==> src/pkg/sslld_map.svh <==
// offsets, field positions, reset values and timing figures of the serial loader
`ifndef SSLLD_MAP_SVH
`define SSLLD_MAP_SVH

// serial word
`define SSLLD_WORD_W        24
`define SSLLD_SEL_HI        2
`define SSLLD_SEL_LO        0

// select codes of the eight control registers
`define SSLLD_SEL_FREQ      3'h0
`define SSLLD_SEL_MODREF    3'h1
`define SSLLD_SEL_PHASE     3'h2
`define SSLLD_SEL_FUNC      3'h3
`define SSLLD_SEL_PUMP      3'h4
`define SSLLD_SEL_POWER     3'h5
`define SSLLD_SEL_OUTSEL    3'h6
`define SSLLD_SEL_TEST      3'h7

// register widths
`define SSLLD_W24           24
`define SSLLD_W16           16
`define SSLLD_W8            8

// frequency word fields
`define SSLLD_INT_HI        23
`define SSLLD_INT_LO        15
`define SSLLD_FRACTION_NUMERATOR_HI       14
`define SSLLD_FRACTION_NUMERATOR_LO       3

// bits held in a staging copy until the next frequency word is applied
`define SSLLD_MODREF_STAGED 24'hCFFFF8
`define SSLLD_PHASE_STAGED  16'h7FF8

// output select register fields
`define SSLLD_OSEL_HI       6
`define SSLLD_OSEL_LO       3
`define SSLLD_LD_WIDE_BIT   15
`define SSLLD_OSEL_LOCK     4'h6
`define SSLLD_OSEL_HIGH     4'h1

// reset values
`define SSLLD_RST_W24       24'h000000
`define SSLLD_RST_W16       16'h0000
`define SSLLD_RST_W8        8'h00

// lock detector figures
`define SSLLD_ERR_W         12
`define SSLLD_ERR_LSB_PS    100
`define SSLLD_THR_NARROW_NS 3
`define SSLLD_THR_WIDE_NS   10
`define SSLLD_THR_DROP_NS   30
`define SSLLD_LOCK_CYCLES   40
`define SSLLD_CNT_W         6

`endif

==> src/pkg/sslld_pkg.sv <==
// types shared by the serial loader and its lock detector
`include "sslld_map.svh"

package sslld_pkg;

    typedef logic [`SSLLD_ERR_W-1:0] sslld_err_t;

    // one phase-detector cycle: enable pulse and measured error
    typedef struct packed {
        logic       tick;
        sslld_err_t err;
    } sslld_pd_s;

    // divider values loaded into the feedback path
    typedef struct packed {
        logic [`SSLLD_INT_HI-`SSLLD_INT_LO:0]   int_val;
        logic [`SSLLD_FRACTION_NUMERATOR_HI-`SSLLD_FRACTION_NUMERATOR_LO:0] fraction_numerator_val;
    } sslld_div_s;

    typedef enum logic {
        LD_HUNT,
        LD_LOCKED
    } sslld_lock_e;

endpackage : sslld_pkg

==> src/hdl/sslld_lock_det.sv <==
// digital lock detector counting phase-detector cycles
`timescale 1ns/100ps
`default_nettype none
`include "sslld_map.svh"

module sslld_lock_det #(
    parameter int LOCK_CYCLES = `SSLLD_LOCK_CYCLES
) (
    // clock and reset
    input  wire logic                 core_clk,
    input  wire logic                 rst,
    // phase detector and control
    input  wire sslld_pkg::sslld_pd_s pd,
    input  wire logic                 wide_thr,
    input  wire logic                 restart,
    // result
    output logic                      locked
);

    localparam sslld_pkg::sslld_err_t THR_NARROW =
        sslld_pkg::sslld_err_t'(`SSLLD_THR_NARROW_NS * 1000 / `SSLLD_ERR_LSB_PS);
    localparam sslld_pkg::sslld_err_t THR_WIDE =
        sslld_pkg::sslld_err_t'(`SSLLD_THR_WIDE_NS * 1000 / `SSLLD_ERR_LSB_PS);
    localparam sslld_pkg::sslld_err_t THR_DROP =
        sslld_pkg::sslld_err_t'(`SSLLD_THR_DROP_NS * 1000 / `SSLLD_ERR_LSB_PS);
    localparam logic [`SSLLD_CNT_W-1:0] CNT_LAST = `SSLLD_CNT_W'(LOCK_CYCLES - 1);

    sslld_pkg::sslld_lock_e   state_ff;
    sslld_pkg::sslld_lock_e   nxt_state;
    logic [`SSLLD_CNT_W-1:0]  cnt_ff;
    logic [`SSLLD_CNT_W-1:0]  nxt_cnt;
    logic                     nxt_locked;
    sslld_pkg::sslld_err_t    thr;

    // good-cycle run counter; a run shorter than the limit never locks
    always_comb begin
        thr = wide_thr ? THR_WIDE : THR_NARROW;
        nxt_state = state_ff;
        nxt_cnt = cnt_ff;
        if (restart) begin
            nxt_state = sslld_pkg::LD_HUNT;
            nxt_cnt = '0;
        end else if (pd.tick) begin
            if (pd.err > THR_DROP) begin
                nxt_state = sslld_pkg::LD_HUNT;
                nxt_cnt = '0;
            end else if (pd.err < thr) begin
                if (cnt_ff == CNT_LAST) begin
                    nxt_state = sslld_pkg::LD_LOCKED;
                end else begin
                    nxt_cnt = cnt_ff + 1'b1;
                end
            end else begin
                nxt_cnt = '0;
            end
        end
        nxt_locked = (nxt_state == sslld_pkg::LD_LOCKED);
    end

    // registers only
    always_ff @(posedge core_clk) begin
        if (rst) begin
            state_ff <= sslld_pkg::LD_HUNT;
            cnt_ff <= '0;
            locked <= 1'b0;
        end else begin
            state_ff <= nxt_state;
            cnt_ff <= nxt_cnt;
            locked <= nxt_locked;
        end
    end

endmodule : sslld_lock_det
`default_nettype wire

==> src/hdl/sslld_top.sv <==
// serial programming front end with staged fields and lock indicator
`timescale 1ns/100ps
`default_nettype none
`include "sslld_map.svh"

module sslld_top #(
    parameter int LOCK_CYCLES = `SSLLD_LOCK_CYCLES
) (
    // clock and reset
    input  wire logic                 core_clk,
    input  wire logic                 rst,
    // serial link pins
    input  wire logic                 link_clk,
    input  wire logic                 link_data,
    input  wire logic                 latch_strobe,
    // phase detector
    input  wire sslld_pkg::sslld_pd_s pd,
    // divider and loop control
    output sslld_pkg::sslld_div_s     divider,
    output logic                      fast_lock_start,
    output logic [`SSLLD_W24-1:0]     modulus_reference,
    output logic [`SSLLD_W16-1:0]     output_phase,
    output logic [`SSLLD_W16-1:0]     function_control,
    output logic [`SSLLD_W24-1:0]     pump_timeout,
    output logic [`SSLLD_W8-1:0]      power_control,
    output logic [`SSLLD_W16-1:0]     output_select,
    output logic [`SSLLD_W16-1:0]     factory_test,
    // lock indication
    output logic                      lock_detect,
    output logic                      observation_output
);

    // pin synchronisers; stage one is read only by stage two
    logic                     lclk_s1_ff;
    logic                     lclk_s2_ff;
    logic                     lclk_s3_ff;
    logic                     ldat_s1_ff;
    logic                     ldat_s2_ff;
    logic                     lstb_s1_ff;
    logic                     lstb_s2_ff;
    logic                     lstb_s3_ff;
    logic                     shift_en;
    logic                     latch_en;

    // serial word
    logic [`SSLLD_WORD_W-1:0] shift_ff;
    logic [`SSLLD_WORD_W-1:0] nxt_shift;
    logic [2:0]               sel;

    // register bank
    logic [`SSLLD_W24-1:0]    freq_ff;
    logic [`SSLLD_W24-1:0]    nxt_freq;
    logic [`SSLLD_W24-1:0]    modref_stage_ff;
    logic [`SSLLD_W24-1:0]    nxt_modref_stage;
    logic [`SSLLD_W16-1:0]    phase_stage_ff;
    logic [`SSLLD_W16-1:0]    nxt_phase_stage;
    logic [`SSLLD_W24-1:0]    nxt_modref;
    logic [`SSLLD_W16-1:0]    nxt_phase;
    logic [`SSLLD_W16-1:0]    nxt_func;
    logic [`SSLLD_W24-1:0]    nxt_pump;
    logic [`SSLLD_W8-1:0]     nxt_power;
    logic [`SSLLD_W16-1:0]    nxt_outsel;
    logic [`SSLLD_W16-1:0]    nxt_test;
    logic                     wr_freq;

    // channel apply
    logic                     pend_ff;
    logic                     nxt_pend;
    logic                     apply;
    sslld_pkg::sslld_div_s    nxt_div;
    logic                     nxt_fast;

    // lock routing
    logic                     locked;
    logic [3:0]               osel;
    logic                     nxt_obs;

    // two flops per pin plus one more for edge detection
    always_ff @(posedge core_clk) begin
        if (rst) begin
            lclk_s1_ff <= 1'b0;
            lclk_s2_ff <= 1'b0;
            lclk_s3_ff <= 1'b0;
            ldat_s1_ff <= 1'b0;
            ldat_s2_ff <= 1'b0;
            lstb_s1_ff <= 1'b0;
            lstb_s2_ff <= 1'b0;
            lstb_s3_ff <= 1'b0;
        end else begin
            lclk_s1_ff <= link_clk;
            lclk_s2_ff <= lclk_s1_ff;
            lclk_s3_ff <= lclk_s2_ff;
            ldat_s1_ff <= link_data;
            ldat_s2_ff <= ldat_s1_ff;
            lstb_s1_ff <= latch_strobe;
            lstb_s2_ff <= lstb_s1_ff;
            lstb_s3_ff <= lstb_s2_ff;
        end
    end

    // data and clock share the same delay, so data is sampled at its edge
    assign shift_en = lclk_s2_ff & ~lclk_s3_ff;
    assign latch_en = lstb_s2_ff & ~lstb_s3_ff;

    // shift in msb first; the shift register is the only state a clock alters
    always_comb begin
        nxt_shift = shift_ff;
        if (shift_en) begin
            nxt_shift = {shift_ff[`SSLLD_WORD_W-2:0], ldat_s2_ff};
        end
    end

    always_ff @(posedge core_clk) begin
        if (rst) begin
            shift_ff <= `SSLLD_RST_W24;
        end else begin
            shift_ff <= nxt_shift;
        end
    end

    // last three bits in are the select code
    assign sel = shift_ff[`SSLLD_SEL_HI:`SSLLD_SEL_LO];

    // a strobe arriving mid-shift latches whatever the word holds now
    assign wr_freq = latch_en && (sel == `SSLLD_SEL_FREQ);

    // register bank: one target per strobe, the rest hold
    always_comb begin
        nxt_freq = freq_ff;
        nxt_modref_stage = modref_stage_ff;
        nxt_phase_stage = phase_stage_ff;
        nxt_modref = modulus_reference;
        nxt_phase = output_phase;
        nxt_func = function_control;
        nxt_pump = pump_timeout;
        nxt_power = power_control;
        nxt_outsel = output_select;
        nxt_test = factory_test;
        // staged bits reach the active copy only on channel apply
        if (apply) begin
            nxt_modref = (modulus_reference & ~`SSLLD_MODREF_STAGED)
                       | (modref_stage_ff & `SSLLD_MODREF_STAGED);
            nxt_phase = (output_phase & ~`SSLLD_PHASE_STAGED)
                      | (phase_stage_ff & `SSLLD_PHASE_STAGED);
        end
        if (latch_en) begin
            if (sel == `SSLLD_SEL_FREQ) begin
                nxt_freq = shift_ff;
            end else if (sel == `SSLLD_SEL_MODREF) begin
                nxt_modref_stage = shift_ff;
                nxt_modref = (nxt_modref & `SSLLD_MODREF_STAGED)
                           | (shift_ff & ~`SSLLD_MODREF_STAGED);
            end else if (sel == `SSLLD_SEL_PHASE) begin
                nxt_phase_stage = shift_ff[`SSLLD_W16-1:0];
                nxt_phase = (nxt_phase & `SSLLD_PHASE_STAGED)
                          | (shift_ff[`SSLLD_W16-1:0] & ~`SSLLD_PHASE_STAGED);
            end else if (sel == `SSLLD_SEL_FUNC) begin
                nxt_func = shift_ff[`SSLLD_W16-1:0];
            end else if (sel == `SSLLD_SEL_PUMP) begin
                nxt_pump = shift_ff;
            end else if (sel == `SSLLD_SEL_POWER) begin
                nxt_power = shift_ff[`SSLLD_W8-1:0];
            end else if (sel == `SSLLD_SEL_OUTSEL) begin
                nxt_outsel = shift_ff[`SSLLD_W16-1:0];
            end else begin
                nxt_test = shift_ff[`SSLLD_W16-1:0];
            end
        end
    end

    always_ff @(posedge core_clk) begin
        if (rst) begin
            freq_ff <= `SSLLD_RST_W24;
            modref_stage_ff <= `SSLLD_RST_W24;
            phase_stage_ff <= `SSLLD_RST_W16;
            modulus_reference <= `SSLLD_RST_W24;
            output_phase <= `SSLLD_RST_W16;
            function_control <= `SSLLD_RST_W16;
            pump_timeout <= `SSLLD_RST_W24;
            power_control <= `SSLLD_RST_W8;
            output_select <= `SSLLD_RST_W16;
            factory_test <= `SSLLD_RST_W16;
        end else begin
            freq_ff <= nxt_freq;
            modref_stage_ff <= nxt_modref_stage;
            phase_stage_ff <= nxt_phase_stage;
            modulus_reference <= nxt_modref;
            output_phase <= nxt_phase;
            function_control <= nxt_func;
            pump_timeout <= nxt_pump;
            power_control <= nxt_power;
            output_select <= nxt_outsel;
            factory_test <= nxt_test;
        end
    end

    // pending channel waits for the next detector cycle
    assign apply = pend_ff & pd.tick;

    always_comb begin
        nxt_pend = pend_ff;
        nxt_div = divider;
        nxt_fast = 1'b0;
        // a write in the tick cycle itself waits for the following tick
        if (wr_freq) begin
            nxt_pend = 1'b1;
        end else if (apply) begin
            nxt_pend = 1'b0;
        end
        if (apply) begin
            nxt_div.int_val = freq_ff[`SSLLD_INT_HI:`SSLLD_INT_LO];
            nxt_div.fraction_numerator_val = freq_ff[`SSLLD_FRACTION_NUMERATOR_HI:`SSLLD_FRACTION_NUMERATOR_LO];
            nxt_fast = 1'b1;
        end
    end

    always_ff @(posedge core_clk) begin
        if (rst) begin
            pend_ff <= 1'b0;
            divider <= '0;
            fast_lock_start <= 1'b0;
        end else begin
            pend_ff <= nxt_pend;
            divider <= nxt_div;
            fast_lock_start <= nxt_fast;
        end
    end

    // range of integer and fraction is not checked; host keeps it legal
    sslld_lock_det #(
        .LOCK_CYCLES (LOCK_CYCLES)
    ) u_lock (
        .core_clk (core_clk),
        .rst      (rst),
        .pd       (pd),
        .wide_thr (output_select[`SSLLD_LD_WIDE_BIT]),
        .restart  (apply),
        .locked   (locked)
    );

    // route the lock flag or a fixed level to the observation pin
    assign osel = output_select[`SSLLD_OSEL_HI:`SSLLD_OSEL_LO];

    always_comb begin
        if (osel == `SSLLD_OSEL_LOCK) begin
            nxt_obs = locked;
        end else if (osel == `SSLLD_OSEL_HIGH) begin
            nxt_obs = 1'b1;
        end else begin
            nxt_obs = 1'b0;
        end
    end

    always_ff @(posedge core_clk) begin
        if (rst) begin
            observation_output <= 1'b0;
            lock_detect <= 1'b0;
        end else begin
            observation_output <= nxt_obs;
            lock_detect <= locked;
        end
    end

endmodule : sslld_top
`default_nettype wire

==> config.mk <==
export PLATFORM = sky130hd
export DESIGN_NAME = sslld_top
export DESIGN_NICKNAME = d
export VERILOG_FILES = /design/src/pkg/sslld_pkg.sv /design/src/hdl/sslld_lock_det.sv /design/src/hdl/sslld_top.sv
export VERILOG_INCLUDE_DIRS = /design/src /design/src/pkg
export SDC_FILE = /design/constraint.sdc
export NUM_CORES = 1
export LEC_CHECK = 0
export BUFFER_PORTS_ARGS = -buffer_cell sky130_fd_sc_hd__buf_4
export CAP_MARGIN = 10
export CELL_PAD_IN_SITES_DETAIL_PLACEMENT = 0
export CELL_PAD_IN_SITES_GLOBAL_PLACEMENT = 1
export CORE_ASPECT_RATIO = 0.75
export CORE_MARGIN = 3
export CORE_UTILIZATION = 42
export CTS_CLUSTER_SIZE = 28
export DETAILED_ROUTE_END_ITERATION = 16
export GPL_ROUTABILITY_DRIVEN = 0
export PLACE_DENSITY = 0.77
export SLEW_MARGIN = 25
export SYNTH_ARGS = -nofsm -noshare
export SYNTH_HDL_FRONTEND = slang
export SYNTH_HIERARCHICAL = 1
export SYNTH_SLANG_ARGS = --single-unit
export TNS_END_PERCENT = 5
==> constraint.sdc <==
create_clock -name core_clk -period 2.16 [get_ports core_clk]
set_input_delay 0.324 -clock core_clk [delete_from_list [all_inputs] [get_ports core_clk]]
set_output_delay 0.324 -clock core_clk [all_outputs]
set_load 0.01 [all_outputs]
After elaboration in Yosys (flattened, before gate mapping)
Cells that the tools add are included.
- flip-flop bits (word level): 247
- output and inout bits: 144
- $add $sub $neg: 1
- mux-type cells: 21
- bitwise operators: 16
- eq/ne operators: 10
- $lt $le $gt $ge: 2
- reductions and logical operators: 16
- operator list (cell ; count):
    24-bit two-way mux ; 4
    16-bit two-way mux ; 5
    22-bit by 24-bit bitwise OR with 24-bit output ; 1
    24-bit by 22-bit bitwise OR with 24-bit output ; 1
    6-bit two-way mux ; 3
    15-bit by 16-bit bitwise OR with 16-bit output ; 1
    16-bit by 15-bit bitwise OR with 16-bit output ; 1
    8-bit AND reduction ; 2
    12-bit by 9-bit greater-than comparator with 1-bit output (second input constant) ; 1
    12-bit < comparator ; 1
    3-bit equality test (second input constant) ; 3
    1-bit NOT ; 9
    1-bit two-way mux ; 8
    7-bit two-way mux ; 1
    7-bit AND reduction ; 1
    6-bit by 1-bit adder with 6-bit output (second input constant) ; 1
    3-bit by 2-bit equality test with 1-bit output (second input constant) ; 2
    6-bit equality test (second input constant) ; 1
    3-bit AND reduction ; 2
    6-bit AND reduction ; 1
    2-bit nonzero test ; 3
    5-bit AND reduction ; 1
    4-bit by 1-bit equality test with 1-bit output (second input constant) ; 1
    4-bit by 3-bit equality test with 1-bit output (second input constant) ; 1
    8 further kinds ; 11

Logic depth before layout (Yosys ltp)
- word-level depth: 7
- depth in mapped cells: 8
- depth with buffers taken out: 6

By module
Netlist, hierarchy kept.
- by module, submodules not included (module ; cells an instance ; instances ; area an instance (um^2)):
    sslld_top ; 847 ; 1 ; 8353.0
    sslld_lock_det ; 73 ; 1 ; 605.6

Worst setup path before layout
Ideal clock, no wire load.
- path kind: input-to-reg
- from: in pd[12] (netlist bit)
- to: reg u_lock.cnt_ff[0]
- arrival: 1.809 ns
- path slack: 0.291 ns
- stages: 8
- path buffers: 2
- path through: nand2_1 -> inv_2 -> clkbuf_1 -> or2_2 -> clkbuf_1 -> a2111oi_0 -> o211ai_1 -> nand2_1
- cells in the longest elaborated chain, start to end: 2
- elaborated cells between the ends (all ways): 3
- those cells by class: bitwise (1); reduce/logical (2)
- ends and longest elaborated chain (item ; line ; source):
    start, declared ; sslld_top.sv:17 ; input wire sslld_pkg::sslld_pd_s pd,
    1-bit bitwise AND ; sslld_top.sv:198 ; assign apply = pend_ff & pd.tick;
    named net apply ; sslld_top.sv:69 ; logic apply;
    2-bit OR reduction (no source line) ; - ;
    end signal, assigned ; sslld_lock_det.sv:68 ; cnt_ff <= nxt_cnt;
    end, declared ; sslld_lock_det.sv:30 ; logic [`SSLLD_CNT_W-1:0] cnt_ff;
The timed path passes the listed nets, and every way through them passes these cells.
A chain may end at the register's enable or synchronous reset.

Final worst setup path
- from: reg output_select[15]
- to: reg u_lock.cnt_ff[4]
- cells in the longest elaborated chain, start to end: 4
- elaborated cells between the ends (all ways): 6
- those cells by class: order compare (1); eq/ne (1); mux (3); reduce/logical (1)
- ends and longest elaborated chain (item ; line ; source):
    start, declared ; sslld_top.sv:26 ; output logic [`SSLLD_W16-1:0] output_select,
    start signal, assigned ; sslld_top.sv:181 ; output_select <= `SSLLD_RST_W16;
    start signal, assigned ; sslld_top.sv:192 ; output_select <= nxt_outsel;
    7-bit two-way mux (*) ; sslld_lock_det.sv:37 ; thr = wide_thr ? THR_WIDE : THR_NARROW;
    12-bit < comparator (*) ; sslld_lock_det.sv:47 ; end else if (pd.err < thr) begin
    3-bit by 2-bit inequality test with 1-bit output (no source line) or 6-bit two-way mux (tied branches) ; - ;
    2-bit AND reduction (no source line) or 6-bit two-way mux (tied branches) ; - ;
Mark *: on every way between the ends. The rest lies on a longest branch, timed or not.

==> results.json <==
{
  "clkLatencyLatePin_ps": 500,
  "grt_pass1_wl_um": 35300,
  "grt_max_degree": 73,
  "slew_headroom_pct": 59.1,
  "num_antenna_cells": 0,
  "syn_area_um2": 8960,
  "yosysWarnings": 6,
  "vias": 6585,
  "cp-end-kind": "flip-flop",
  "status": "finished clean",
  "synthFlopType": "dfxtp_1",
  "post-route-period-util_pct": 86.9,
  "synthCells": 920,
  "cts_tree": "done",
  "dpl_cell_area_um2": 10300,
  "multiInputGateArea_um2": 3890,
  "finish.instance_area_um2": 11100,
  "hpwlAfterDp_um": 14700,
  "crit_type": "reg2reg",
  "utilization_pct": 53.9,
  "wl_per_cell_um": 16.5,
  "root_buffer": "clkbuf_16",
  "crit_path_max_fanout": 6,
  "core_area_um2": 20600,
  "synth.distinct_cells": 53,
  "final_cells": 1356,
  "drcViolationCount": 0,
  "avgSynthCellArea_um2": 9.74,
  "final_cell_mix": "236 x dfxtp_1, 176 x buf_4, 163 x nand2_1",
  "grt_antenna_before_repair": 0,
  "clock-sinks": 236,
  "ir_worst_vdd_mv": 0.482,
  "synth-seq-cells": 236,
  "rsz0062_at_grt": "false",
  "p_leak_nw": 4.85,
  "io_pins": 162,
  "final_common_cell": "dfxtp_1",
  "first_pass_iters": 5,
  "grt_pass1_vias": 6256,
  "synth_top_area_share_pct": 52.7,
  "die_h_um": 132,
  "ant_nets": 0,
  "fillers": 1945,
  "synth-edff-count": 0,
  "p_per_area_nw_per_um2": 783,
  "setup_violations": 0,
  "start_kind": "flip-flop",
  "rows": 45,
  "synth_area_leaders": "dfxtp_1 53%, mux2i_1 13%, nand2b_1 10%, nand2_1 6.9%, a21oi_1 5.1%",
  "hp-class": "in2reg",
  "overflow": 0,
  "port_buffers": 161,
  "area_growth_syn_to_layout_pct": 24.1,
  "drt_first_iter_violations": 442,
  "setup_tns_ps": 0,
  "start_util_pct": 43.5,
  "maxSlewViolCount": 0,
  "skew_ps": 6.28,
  "fin_nets": 1081,
  "cts_buffers": 23,
  "drv_cap": 0,
  "syn-num-nets": 943,
  "place_inst": 1315,
  "post_cts_buffers": 0,
  "path_clk_slew_ps": 60,
  "timing.fmax_mhz": 533,
  "period_minus_slack_ps": 1880,
  "synth_seq_area_share_pct": 52.7,
  "htreeDepth": 1,
  "track_usage_pct": 18.7,
  "wl_um": 22300,
  "yosys.area.top_type": "dfxtp_1",
  "cts_buffer_depth": 3,
  "hold_viol_final": 0,
  "postSynth.asyncResetShare_pct": 0,
  "holdBufCountCts": 0,
  "crit_arrival_ps": 2300,
  "cts-resized-gates": 0,
  "drive_above_1_share_pct": 21.8,
  "die_w_um": 175,
  "dieArea_um2": 23100,
  "worst_pin_slew_ps": 614,
  "regArea_um2": 4720,
  "viasPerCell": 4.86,
  "required_ps": 2580
}
[worst max-delay path: stages, from the launching register on]
cell and delay [ps]:
dfxtp_1 420, inv_1 90, ha_1 180, or3_4 340
a211oi_4 320, buf_4 200, nand3_1 70, a31oi_1 180
[kinds of logic (layout without fill, tap and decap cells)]
logic type | Yosys count | in the layout | share of synthesized area, %
compound gates | 110 | 110 | 6.87
fa+ha+maj | 5 | 5 | 0.698
buf+inv | 73 | 227 | 3.90
flops | 236 | 236 | 52.7
mux | 120 | 120 | 13.4
simple gates | 376 | 376 | 22.4
[final timing paths]
| path | startpoint | endpoint | slack, ps | cells past startpoint |
|---|---|---|---|---|
| min | link_clk | lclk_s1_ff | 30 | 2 |
| max reg2reg | output_select[15] | u_lock/cnt_ff[4] | 280 | 7 |
| max | output_select[15] | u_lock/cnt_ff[4] | 280 | 7 |
| min reg2reg | lclk_s1_ff | lclk_s2_ff | 430 | 1 |
[Yosys cell counts (all sizes together) (4+ instances only)]
cell / number
inv: 9
nand4: 4
and3b: 8
dfxtp: 236
clkbuf: 45
nand2: 168
buf: 19
mux2i: 120
a21oi: 92
nand2b: 143
a211oi: 4
o211ai: 4
nor2: 12
nor2b: 11
ha: 5
nand3: 9
[per-layer routing]
layer  track usage, %  wire length, um  vias up
li1                 -                -     3316
met1             27.4            11300     3097
met2             27.9             9240      144
met3             5.25             1510       28
met4             3.50              312        0
met5                0                0        -
[where the power goes]
part	internal, mW	switching, mW	leakage, nW
Clock	2.47	1.66	0.389
Combinational	0.0925	0.128	2.56
Sequential	4.36	0.00342	1.90
Total	6.92	1.79	4.85
[area by class of cell]
cell class / instances / share of cell area, %
sequential: 236 / 42.5
multi-input combinational: 611 / 35.0
timing repair buffer: 177 / 12.0
clock buffer: 34 / 6.27
tap: 282 / 3.17
clock inverter: 7 / 0.788
inverter: 9 / 0.304
[registers in the layout, indices dropped and copies added, names as in the netlist, 6 cells and up]
signal,count
modulus_reference,24
pump_timeout,24
shift_ff,24
divider,21
freq_ff,21
modref_stage_ff,19
factory_test,16
function_control,16
output_phase,16
output_select,16
phase_stage_ff,12
power_control,8
u_lock/cnt_ff,6
[per-stage QoR]
stage	hold slack (ps)	setup slack, ps	total power, mW
floorplan	414	291	4.61
global placement	421	350	4.68
detailed placement	427	305	4.68
CTS	16.1	284	8.81
global route	30.7	146	9.01
finish	34.2	283	8.71
No activity file was read; power rests on OpenSTA's default activity.
